File: src/crf_pkg.sv
// package of constants for the cpu register file
`default_nettype none
package crf_pkg;
    localparam int REG_W = 8;
    localparam int WORD_W = 16;
    // 8-bit register select codes, one per bank register
    localparam logic [2:0] SEL_ACC = 3'h0;
    localparam logic [2:0] SEL_FLAG = 3'h1;
    localparam logic [2:0] SEL_P0H = 3'h2;
    localparam logic [2:0] SEL_P0L = 3'h3;
    localparam logic [2:0] SEL_P1H = 3'h4;
    localparam logic [2:0] SEL_P1L = 3'h5;
    localparam logic [2:0] SEL_P2H = 3'h6;
    localparam logic [2:0] SEL_P2L = 3'h7;
    localparam int BANK_REGS = 8;
    // 16-bit pair select codes
    localparam logic [1:0] PAIR_0 = 2'h0;
    localparam logic [1:0] PAIR_1 = 2'h1;
    localparam logic [1:0] PAIR_2 = 2'h2;
    // special register select codes
    localparam logic [2:0] SPC_VBASE = 3'h0;
    localparam logic [2:0] SPC_REFRESH = 3'h1;
    localparam logic [2:0] SPC_IDX1 = 3'h2;
    localparam logic [2:0] SPC_IDX2 = 3'h3;
    localparam logic [2:0] SPC_STACK = 3'h4;
    localparam logic [2:0] SPC_FETCH = 3'h5;
    // interrupt-enable flip-flop commands
    localparam logic [2:0] IEN_NONE = 3'h0;
    localparam logic [2:0] IEN_OFF = 3'h1;
    localparam logic [2:0] IEN_ON = 3'h2;
    localparam logic [2:0] IEN_NMI_ACCEPT = 3'h3;
    localparam logic [2:0] IEN_NMI_RETURN = 3'h4;
    // reset values and the refresh step
    localparam logic [7:0] RST_BYTE = 8'h00;
    localparam logic [15:0] RST_WORD = 16'h0000;
    localparam logic [1:0] RST_MODE = 2'h0;
    localparam logic [6:0] REFRESH_STEP = 7'h01;
endpackage
`default_nettype wire

File: src/crf_bank.sv
// one bank of eight 8-bit registers with byte and pair write ports
`default_nettype none
module crf_bank
    import crf_pkg::*;
(
    input wire logic sys_clk_i,
    input wire logic rst_n_i,
    input wire logic byte_we_i,
    input wire logic [2:0] byte_sel_i,
    input wire logic [7:0] byte_wdata_i,
    input wire logic pair_we_i,
    input wire logic [1:0] pair_sel_i,
    input wire logic [15:0] pair_wdata_i,
    output logic [63:0] regs_o
);
    typedef struct packed {
        logic [BANK_REGS-1:0][7:0] regs;
    } crf_bank_state_t;

    crf_bank_state_t st_r;
    crf_bank_state_t st_nxt;

    always_comb begin
        st_nxt = st_r;
        // pair write is atomic: both halves land on the same edge
        if (pair_we_i && pair_sel_i != 2'h3) begin
            st_nxt.regs[{pair_sel_i, 1'b0} + 3'h2] = pair_wdata_i[15:8];
            st_nxt.regs[{pair_sel_i, 1'b0} + 3'h3] = pair_wdata_i[7:0];
        end else if (byte_we_i) begin
            st_nxt.regs[byte_sel_i] = byte_wdata_i;
        end
    end

    always_ff @(posedge sys_clk_i or negedge rst_n_i) begin
        if (!rst_n_i) begin
            st_r <= '0;
        end else begin
            st_r <= st_nxt;
        end
    end

    assign regs_o = st_r.regs;
endmodule
`default_nettype wire

File: src/crf_top.sv
// programmer-visible register file of an 8-bit processor
`default_nettype none
module crf_top
    import crf_pkg::*;
(
    input wire logic sys_clk_i,
    input wire logic rst_n_i,
    // bank register byte access
    input wire logic [2:0] byte_rsel_i,
    output logic [7:0] byte_rdata_o,
    input wire logic byte_we_i,
    input wire logic [2:0] byte_wsel_i,
    input wire logic [7:0] byte_wdata_i,
    // bank register pair access
    input wire logic [1:0] pair_rsel_i,
    output logic [15:0] pair_rdata_o,
    input wire logic pair_we_i,
    input wire logic [1:0] pair_wsel_i,
    input wire logic [15:0] pair_wdata_i,
    // datapath accumulator and flags
    output logic [7:0] accumulator_o,
    output logic [7:0] flags_o,
    input wire logic acc_we_i,
    input wire logic [7:0] acc_result_i,
    input wire logic flag_we_i,
    input wire logic [7:0] flag_result_i,
    // bank exchange
    input wire logic exchange_i,
    output logic bank_sel_o,
    // special registers
    input wire logic [2:0] spc_rsel_i,
    output logic [15:0] spc_rdata_o,
    input wire logic spc_we_i,
    input wire logic [2:0] spc_wsel_i,
    input wire logic [15:0] spc_wdata_i,
    output logic [7:0] vector_base_o,
    output logic [15:0] index_first_o,
    output logic [15:0] index_second_o,
    output logic [15:0] stack_top_pointer_o,
    output logic [15:0] fetch_address_o,
    // instruction fetch and refresh
    input wire logic fetch_i,
    output logic [7:0] refresh_addr_o,
    // interrupt status
    input wire logic [2:0] ien_cmd_i,
    input wire logic mode_we_i,
    input wire logic [1:0] mode_wdata_i,
    output logic enable_flop_primary_o,
    output logic enable_flop_saved_o,
    output logic mode_flop_low_o,
    output logic mode_flop_high_o,
    input wire logic [7:0] periph_vector_i,
    output logic [15:0] table_pointer_o
);
    typedef struct packed {
        logic bank_sel;
        logic [7:0] vector_base;
        logic [7:0] refresh_counter;
        logic [15:0] index_first;
        logic [15:0] index_second;
        logic [15:0] stack_top_pointer;
        logic [15:0] fetch_address;
        logic enable_flop_primary;
        logic enable_flop_saved;
        logic mode_flop_low;
        logic mode_flop_high;
        logic [7:0] byte_rdata;
        logic [15:0] pair_rdata;
        logic [15:0] spc_rdata;
    } crf_state_t;

    crf_state_t st_r;
    crf_state_t st_nxt;

    logic [1:0][63:0] bank_regs;
    logic [1:0] bank_byte_we;
    logic [1:0] bank_pair_we;
    logic [2:0] bank_byte_sel;
    logic [7:0] bank_byte_wdata;
    logic [BANK_REGS-1:0][7:0] vis;

    // two banks of eight registers each
    // the visible bank is picked by one select bit; data never moves
    assign vis = bank_regs[st_r.bank_sel];

    // datapath results win over the generic byte port into the same cycle
    always_comb begin
        bank_byte_sel = byte_wsel_i;
        bank_byte_wdata = byte_wdata_i;
        if (acc_we_i) begin
            bank_byte_sel = SEL_ACC;
            bank_byte_wdata = acc_result_i;
        end else if (flag_we_i) begin
            bank_byte_sel = SEL_FLAG;
            bank_byte_wdata = flag_result_i;
        end
    end

    genvar gb;
    generate
        for (gb = 0; gb < 2; gb++) begin : g_bank
            assign bank_byte_we[gb] = (byte_we_i || acc_we_i || flag_we_i)
                                      && (st_r.bank_sel == 1'(gb));
            assign bank_pair_we[gb] = pair_we_i && (st_r.bank_sel == 1'(gb));
            crf_bank u_bank (
                .sys_clk_i(sys_clk_i),
                .rst_n_i(rst_n_i),
                .byte_we_i(bank_byte_we[gb]),
                .byte_sel_i(bank_byte_sel),
                .byte_wdata_i(bank_byte_wdata),
                .pair_we_i(bank_pair_we[gb]),
                .pair_sel_i(pair_wsel_i),
                .pair_wdata_i(pair_wdata_i),
                .regs_o(bank_regs[gb])
            );
        end
    endgenerate

    always_comb begin
        st_nxt = st_r;
        if (exchange_i) begin
            st_nxt.bank_sel = ~st_r.bank_sel;
        end
        // refresh counter keeps bit seven, steps the low seven
        if (fetch_i) begin
            st_nxt.refresh_counter = {st_r.refresh_counter[7],
                                      st_r.refresh_counter[6:0] + REFRESH_STEP};
        end
        if (spc_we_i) begin
            case (spc_wsel_i)
                SPC_VBASE: st_nxt.vector_base = spc_wdata_i[7:0];
                SPC_REFRESH: st_nxt.refresh_counter = spc_wdata_i[7:0];
                SPC_IDX1: st_nxt.index_first = spc_wdata_i;
                SPC_IDX2: st_nxt.index_second = spc_wdata_i;
                SPC_STACK: st_nxt.stack_top_pointer = spc_wdata_i;
                SPC_FETCH: st_nxt.fetch_address = spc_wdata_i;
                default: st_nxt.fetch_address = st_r.fetch_address;
            endcase
        end
        case (ien_cmd_i)
            IEN_OFF: begin
                st_nxt.enable_flop_primary = 1'b0;
                st_nxt.enable_flop_saved = 1'b0;
            end
            IEN_ON: begin
                st_nxt.enable_flop_primary = 1'b1;
                st_nxt.enable_flop_saved = 1'b1;
            end
            IEN_NMI_ACCEPT: begin
                st_nxt.enable_flop_saved = st_r.enable_flop_primary;
                st_nxt.enable_flop_primary = 1'b0;
            end
            IEN_NMI_RETURN: begin
                st_nxt.enable_flop_primary = st_r.enable_flop_saved;
            end
            default: st_nxt.enable_flop_primary = st_r.enable_flop_primary;
        endcase
        if (mode_we_i) begin
            st_nxt.mode_flop_low = mode_wdata_i[0];
            st_nxt.mode_flop_high = mode_wdata_i[1];
        end
        // registered reads, one cycle after the select
        // pair read: first register high byte, second low byte
        st_nxt.byte_rdata = vis[byte_rsel_i];
        case (pair_rsel_i)
            PAIR_0: st_nxt.pair_rdata = {vis[SEL_P0H], vis[SEL_P0L]};
            PAIR_1: st_nxt.pair_rdata = {vis[SEL_P1H], vis[SEL_P1L]};
            PAIR_2: st_nxt.pair_rdata = {vis[SEL_P2H], vis[SEL_P2L]};
            default: st_nxt.pair_rdata = RST_WORD;
        endcase
        case (spc_rsel_i)
            SPC_VBASE: st_nxt.spc_rdata = {RST_BYTE, st_r.vector_base};
            SPC_REFRESH: st_nxt.spc_rdata = {RST_BYTE, st_r.refresh_counter};
            SPC_IDX1: st_nxt.spc_rdata = st_r.index_first;
            SPC_IDX2: st_nxt.spc_rdata = st_r.index_second;
            SPC_STACK: st_nxt.spc_rdata = st_r.stack_top_pointer;
            SPC_FETCH: st_nxt.spc_rdata = st_r.fetch_address;
            default: st_nxt.spc_rdata = RST_WORD;
        endcase
    end

    always_ff @(posedge sys_clk_i or negedge rst_n_i) begin
        if (!rst_n_i) begin
            st_r <= '0;
        end else begin
            st_r <= st_nxt;
        end
    end

    assign byte_rdata_o = st_r.byte_rdata;
    assign pair_rdata_o = st_r.pair_rdata;
    assign spc_rdata_o = st_r.spc_rdata;
    // accumulator and flags always presented to the datapath
    assign accumulator_o = vis[SEL_ACC];
    assign flags_o = vis[SEL_FLAG];
    assign bank_sel_o = st_r.bank_sel;
    assign vector_base_o = st_r.vector_base;
    assign index_first_o = st_r.index_first;
    assign index_second_o = st_r.index_second;
    assign stack_top_pointer_o = st_r.stack_top_pointer;
    assign fetch_address_o = st_r.fetch_address;
    // all eight bits go out for the refresh address
    assign refresh_addr_o = st_r.refresh_counter;
    assign enable_flop_primary_o = st_r.enable_flop_primary;
    assign enable_flop_saved_o = st_r.enable_flop_saved;
    assign mode_flop_low_o = st_r.mode_flop_low;
    assign mode_flop_high_o = st_r.mode_flop_high;
    // table pointer: vector base high, peripheral byte low
    assign table_pointer_o = {st_r.vector_base, periph_vector_i};
endmodule
`default_nettype wire

File: config.mk
export PLATFORM = sky130hd
export DESIGN_NAME = crf_top
export DESIGN_NICKNAME = d
export VERILOG_FILES = /design/src/crf_pkg.sv /design/src/crf_bank.sv /design/src/crf_top.sv
export SDC_FILE = /design/constraint.sdc
export NUM_CORES = 1
export LEC_CHECK = 0
export BUFFER_PORTS_ARGS = -buffer_cell sky130_fd_sc_hd__buf_4
export CORE_ASPECT_RATIO = 0.75
export CORE_MARGIN = 5
export CORE_UTILIZATION = 37
export DETAILED_ROUTE_END_ITERATION = 10
export HOLD_SLACK_MARGIN = 0.08
export SYNTH_ARGS = -nofsm -noshare
export SYNTH_HDL_FRONTEND = slang
export SYNTH_SLANG_ARGS = --single-unit
File: constraint.sdc
create_clock -name sys_clk_i -period 4.1 [get_ports sys_clk_i]
set_input_delay 0.82 -clock sys_clk_i [delete_from_list [all_inputs] [get_ports sys_clk_i]]
set_output_delay 0.82 -clock sys_clk_i [all_outputs]
set_load 0.03 [all_outputs]
==> out/qor.csv, run 1 <==
stage;metric;value;unit
run_status;status;complete, no violations;
cts;CTS tree;yes;
detailed_routing;Post-DRT Antenna Nets;0;
cts;TritonCTS Buffers;30;
cts;Clock Tree Buf Depth;3;
sta;period utilisation layout;78.8;%
synthesis;Syn Std Cell Area;13300;sq um
placement;GP Congestion;0.885;
cts;CTS clk-pin slew, worst paths;0.06;ns
sta;final hold viol count;0;
sta;Max-Slew Margin vs Limit;27.0;%
synthesis;flops & latches, synth;253;
global_route;vias in the first global route;10200;
sta;Final WS setup;0.871;ns
detailed_routing;DR WL/cell;24.2;microns
global_route;largest net degree at the start of global routing;96;
synthesis;Syn Nets;1141;
synthesis;ys flop type;dfrtp_1;
synthesis;Post-synth EDFFs;0;
floorplan;die area;39900;sq um
floorplan;core outline area;35700;sq um
floorplan;# IOs;252;
global_route;initial antenna violation count;0;
sta;Slew Limit Fails;0;
sta;Final setup viols;0;
synthesis;synth warn;0;
cts;Post-CTS Resized;0;
floorplan;Die Wd;229;microns
cts;H-Tree Depth;1;
floorplan;Initial Util;37.3;%
setup_path;CP arrival;2.41;ns
flow_run;Max-Cap Viols;0;
placement;port buffer count;235;
pwr;leakage;7.41;nW
sta;minimum clock period;3.23;ns
floorplan;Die Ht;174;microns
sta;Peak Freq;310;MHz
final_layout;Area Growth Syn to Fin;23.4;%
final_layout;nets;1345;
setup_path;Worst EP required;3.28;ns
setup_path;CP Max Fanout;75;
sta;Fin Setup TNS;0;ns
cts;CTS Hold Bufs;0;
sta;worst-margin pin slew;1.09;ns
detailed_routing;vias;9849;
setup_path;critical path class;reg2out;
final_layout;filler cell count;3321;
pwr;Pwr per Cell Area;599;nW/um^2
setup_path;critical path launch point type;flip-flop;
synthesis;sequential fraction of the synthesis area;47.5;%
placement;Placement Setup Slack;1.20;ns
detailed_routing;# DRC;0;
synthesis;post-synthesis cell count;1045;
detailed_routing;number of DRC markers in iteration 0;968;
worst_hold_path;worst min-delay path category;in2async;
synthesis;Avg Inst Size Synth;12.7;sq um
pwr;Worst VDD drop;0.479;mV
synthesis;post-synth cell types;62;
final_layout;layout cells sized above 1;45.3;%
detailed_routing;final wirelength;41900;microns
sta;Post-Route Skew;0.00977;ns
placement;DP HPWL;30100;microns
final_layout;most frequent cells in the layout;252 x dfrtp_1, 245 x buf_4, 204 x mux2_2;
global_route;total global-route track usage;20.4;%
floorplan;Row Count;60;
final_layout;most common cell after layout, fill and taps aside;dfrtp_1;
sta;RSZ-0062 raised after global routing;no;
detailed_routing;via density per instance;5.68;
final_layout;Antenna Cells;0;
synthesis;Async S/R FF share, synth;100;%
global_route;first-pass GRT wire length;64000;microns
cts;clock sinks;253;
cts;Worst-Skew Late Latency;0.57;ns
cts;post-CTS setup buffers;0;
setup_path;crit path capture type;output pin;
cts;Root Buffer;clkbuf_16;
global_route;Remaining Overflow, GRT;0;
detailed_routing;Initial DRT Pass Iterations;7;
state kept, by name (all words and copies together), names as in the netlist, 8 cells and up:
| register | flops |
|---|---|
| stack_top_pointer_o | 16 |
| g_bank.u_bank.regs_o | 128 |
| refresh_addr_o | 8 |
| fetch_address_o | 16 |
| byte_rdata_o | 8 |
| vector_base_o | 8 |
| index_second_o | 16 |
| pair_rdata_o | 16 |
| spc_rdata_o | 16 |
| index_first_o | 16 |
final cells by class:
type	instances	area [sq um]	share of cell area, %
inverter	22	82.6	0.502
clock inverter	5	53.8	0.327
sequential	253	6330	38.5
clock buffer	47	926	5.63
multi-input combinational	693	6540	39.8
timing repair buffer	249	1910	11.6
tap	465	582	3.54
kinds of logic after synthesis:
group / Yosys count / share of synthesized area, %
XOR/XNOR: 7 / 0.460
buffers and inverters: 99 / 3.54
AO/OA/AOI/OAI: 200 / 10.3
multiplexers: 330 / 31.6
flip-flops: 253 / 47.5
adder cells (fa/ha/maj): 1 / 0.0940
AND/OR/NAND/NOR: 155 / 6.47
where the power goes:
group | leakage, nW | internal, W | switching [W]
clock | 0.485 | 0.00159 | 0.00108
sequential | 3.27 | 0.00306 | 0.000496
combinational | 3.66 | 0.00163 | 0.00200
total | 7.41 | 0.00628 | 0.00357
critical path, stage by stage (launching register included):
cell	delay (ns)
dfrtp_4	0.68
buf_12	0.46
mux2_2	0.42
buf_4	0.17
worst paths after layout:
check	from	endpoint	slack (ns)	depth (start not counted)
setup / recovery	bank_sel_o	flags_o[5]	0.87	3
min in group sys_clk_i	exchange_i	bank_sel_o	0.43	2
hold / removal	rst_n_i	g_bank[1].u_bank.regs_o[15]	0.25	1
hold reg to reg	g_bank[0].u_bank.regs_o[13]	g_bank[0].u_bank.regs_o[13]	0.50	1
max in group asynchronous	rst_n_i	mode_flop_high_o	2.88	2
setup reg to reg	bank_sel_o	byte_rdata_o[5]	1.55	4
synth_stat cells (all sizes together), types with 6 or more instances:
cell type  number  area (sq um)
o22ai          27           169
nor2b          14          87.6
o211ai          7          52.6
buf            50           288
a22o           40           350
inv            22          82.6
o21ai          66           330
nor2           19          73.8
a21oi          19          98.9
o221ai          6          52.6
mux2          221          2490
mux2i          59           591
nand2          79           297
mux4           50          1130
dfrtp         253          6330
o21a            8          60.1
nand2b          7          43.8
clkbuf         27           101
nor3            8          88.8
a211oi          8          65.1
metrics by stage:
| stage | power, W | util, % | std cells | instance area (sq um) | hold WS [ns] |
|---|---|---|---|---|---|
| floorplan | 0.00593 | - | 1045 | 13300 | 0.471 |
| CTS | 0.00994 | 46.0 | 1734 | 16400 | 0.287 |
| global placement | 0.00718 | 43.3 | 1682 | 15500 | 0.482 |
| global route | 0.0103 | 46.0 | 1734 | 16400 | 0.299 |
| detailed placement | 0.00724 | 43.3 | 1682 | 15500 | 0.488 |
| finish | 0.00985 | 46.0 | 1734 | 16400 | 0.246 |
layer usage:
metal / wire [microns] / vias to the layer above / share of wire [%] / GRT usage [%]
met5: 0 / - / 0 / 0
met4: 1040 / 0 / 2.5 / 4.83
met3: 3000 / 64 / 7.1 / 3.58
met2: 18800 / 411 / 45 / 31.2
met1: 19000 / 5057 / 45 / 30.6
li1: - / 4317 / - / -
No activity file was read; power rests on OpenSTA's default activity.
==> inputs of run 2 (changes only) <==
==> constraint.sdc (replaced) <==
create_clock -name sys_clk_i -period 2.6 [get_ports sys_clk_i]
set_input_delay 0.52 -clock sys_clk_i [delete_from_list [all_inputs] [get_ports sys_clk_i]]
set_output_delay 0.52 -clock sys_clk_i [all_outputs]
set_load 0.03 [all_outputs]
==> run 2 against run 1 <==
Setup slack got worse by 0.74 ns. Critical path depth is the same. Sequential cell count stayed put. Clock-buffer cell count fell by 1. Worst hold slack got worse by 0.11 ns. Global-route usage rose by 0.58 points. Wire length increased by 2.9%. Clock power up 51%. Clock skew is 0.0064 ns higher. Sequential power grew 57%. Largest cell class unchanged. Sequential share of layout area is 0.76 points lower. Critical endpoint is now accumulator_o[0].
==> out/qor.csv, run 2 (synthesized netlist as in run 1, its figures left out) <==
stage;metric;value;unit;change
detailed_routing;Post-DRT Antenna Nets;0;;unchanged
final_layout;Seq. cell area;6330;sq um;unchanged
final_layout;most common cell after layout, fill and taps aside;buf_4;;
sta;Fin Setup TNS;0;ns;unchanged
global_route;global routing usage on met2;31.8;%;+0.64 points
detailed_routing;vias;10100;;+2.5%
setup_path;critical path launch point type;flip-flop;;
placement;Placed Cells;1723;;+2.4%
detailed_routing;# DRC;0;;unchanged
final_layout;filler cell count;3266;;-1.7%
final_layout;Antenna Cells;0;;unchanged
detailed_routing;final wirelength;43100;microns;+2.9%
detailed_routing;number of DRC markers in iteration 0;846;;-13%
final_layout;area taken by multi-input logic gates;6530;sq um;-0.21%
sta;Post-Route Skew;0.0161;ns;+0.00638 ns
final_layout;max reg flops;128;;unchanged
setup_path;critical path class;reg2out;;
placement;Placement Setup Slack;0.0925;ns;-1.10 ns
setup_path;Worst Setup SP;bank_sel_o;;
cts;CTS tree;yes;;
pwr;Worst VDD drop;0.533;mV;+11%
run_status;status;complete, no violations;;
detailed_routing;Initial DRT Pass Iterations;6;;-1
final_layout;layout cells sized above 1;46.8;%;+1.5 points
placement;GP Congestion;0.909;;+2.8%
setup_path;Worst R2R Start;bank_sel_o;;
floorplan;Row Count;60;;unchanged
cts;Clock Tree Buf Depth;3;;unchanged
floorplan;core outline area;35700;sq um;unchanged
setup_path;crit path capture type;output pin;;
global_route;first-pass GRT wire length;65700;microns;+2.7%
placement;port buffer count;235;;unchanged
floorplan;Die Ht;174;microns;unchanged
sta;RSZ-0062 raised after global routing;no;;
detailed_routing;via density per instance;5.68;;about the same
global_route;Remaining Overflow, GRT;0;;unchanged
worst_hold_path;hold path startpoint;exchange_i;;
cts;Worst-Skew Late Latency;0.56;ns;about the same
sta;Max-Slew Margin vs Limit;15.3;%;-12 points
global_route;vias in the first global route;10300;;+1.6%
floorplan;die area;39900;sq um;unchanged
worst_hold_path;worst min-delay path category;in2reg;;
sta;final hold viol count;0;;unchanged
global_route;GRT met1 Usage;31.1;%;+0.51 points
setup_path;CP arrival;1.94;ns;-0.47 ns
sta;Slew Limit Fails;0;;unchanged
global_route;total global-route track usage;21.0;%;+0.58 points
final_layout;nets;1387;;+3.1%
floorplan;# IOs;252;;unchanged
final_layout;most frequent cells in the layout;281 x buf_4, 252 x dfrtp_1, 204 x mux2_2;;
pwr;leakage;7.61;nW;+2.6%
cts;clock sinks;253;;unchanged
global_route;M3 GR Usage;4.21;%;+0.64 points
sta;Peak Freq;406;MHz;
flow_run;Max-Cap Viols;0;;unchanged
cts;TritonCTS Buffers;29;;-3.3%
floorplan;Initial Util;37.3;%;unchanged
sta;period utilisation layout;94.8;%;
sta;worst-margin pin slew;1.26;ns;+0.170 ns
detailed_routing;DR WL/cell;24.3;microns;+0.41%
setup_path;Worst EP required;2.08;ns;-1.20 ns
floorplan;Die Wd;229;microns;unchanged
final_layout;Area Growth Syn to Fin;25.9;%;
cts;Root Buffer;clkbuf_16;;
global_route;initial antenna violation count;0;;unchanged
placement;DP HPWL;31600;microns;+5.3%
sta;Final WS setup;0.135;ns;-0.735 ns
sta;Final setup viols;0;;unchanged
cts;CTS clk-pin slew, worst paths;0.06;ns;about the same
setup_path;CP Max Fanout;24;;-68%
cts;Post-CTS Resized;0;;unchanged
final_layout;fin cells;1777;;+2.5%
cts;H-Tree Depth;1;;unchanged
pwr;Pwr per Cell Area;932;nW/um^2;+56%
sta;minimum clock period;2.46;ns;
global_route;largest net degree at the start of global routing;57;;-41%
global_route;GR peak layer;met2;;
run 2: cell count changes in the layout (fill, tap and decap cells not counted), sizes merged:
cell	delta
buf	+42
dlygate4sd3	+1
clkinvlp	+1
clkbuf	-1
run 2: path summary, 6_finish.rpt:
path / end / cells past startpoint / slack (ns)
min: bank_sel_o / 2 / 0.13
min reg2reg: g_bank[1].u_bank.regs_o[15] / 1 / 0.50
max in group asynchronous: refresh_addr_o[2] / 3 / 1.40
max reg2reg: g_bank[1].u_bank.regs_o[60] / 5 / 0.17
min in group asynchronous: g_bank[0].u_bank.regs_o[15] / 2 / 0.50
max: accumulator_o[0] / 3 / 0.14
run 2: power breakdown:
group | switching (W) | leakage [nW] | internal [W]
combinational | 0.00327 | 3.89 | 0.00274
clock | 0.00167 | 0.455 | 0.00237
sequential | 0.000754 | 3.27 | 0.00482
run 2: cell type report:
class / count / area share (%)
inverter: 22 / 0.493
clock buffer: 46 / 5.19
multi-input combinational: 693 / 38.9
timing repair buffer: 292 / 13.8
clock inverter: 6 / 0.343
sequential: 253 / 37.8
tap: 465 / 3.47
run 2: metal layers:
layer	routed length (microns)	share of wire, %
met1	19800	46
met2	19300	45
met3	3010	7.0
met4	1090	2.5
met5	0	0
run 2: per-stage QoR:
stage / hold slack, ns / cell area (sq um) / utilization, % / total power [W]
after floorplan: 0.224 / 13300 / - / 0.00935
after global placement: 0.483 / 15800 / 44.3 / 0.0115
after detailed placement: 0.492 / 15800 / 44.3 / 0.0116
after CTS: 0.0929 / 16800 / 46.9 / 0.0158
after global routing: 0.109 / 16800 / 46.9 / 0.0164
final: 0.132 / 16800 / 46.9 / 0.0156
run 2: critical path, cell delays in order (launching register included):
cell,delay (ns)
dfrtp_4,0.59
buf_12,0.26
mux2_2,0.37
buf_4,0.17
run 2: what timing repair did:
| item | CTS | global route |
|---|---|---|
| hold buffers | 1 | 0 |
| buffers inserted | 1 | 0 |
| endpoints found under the hold margin | 51 | 0 |
| endpoints found under the setup margin | 4 | 0 |
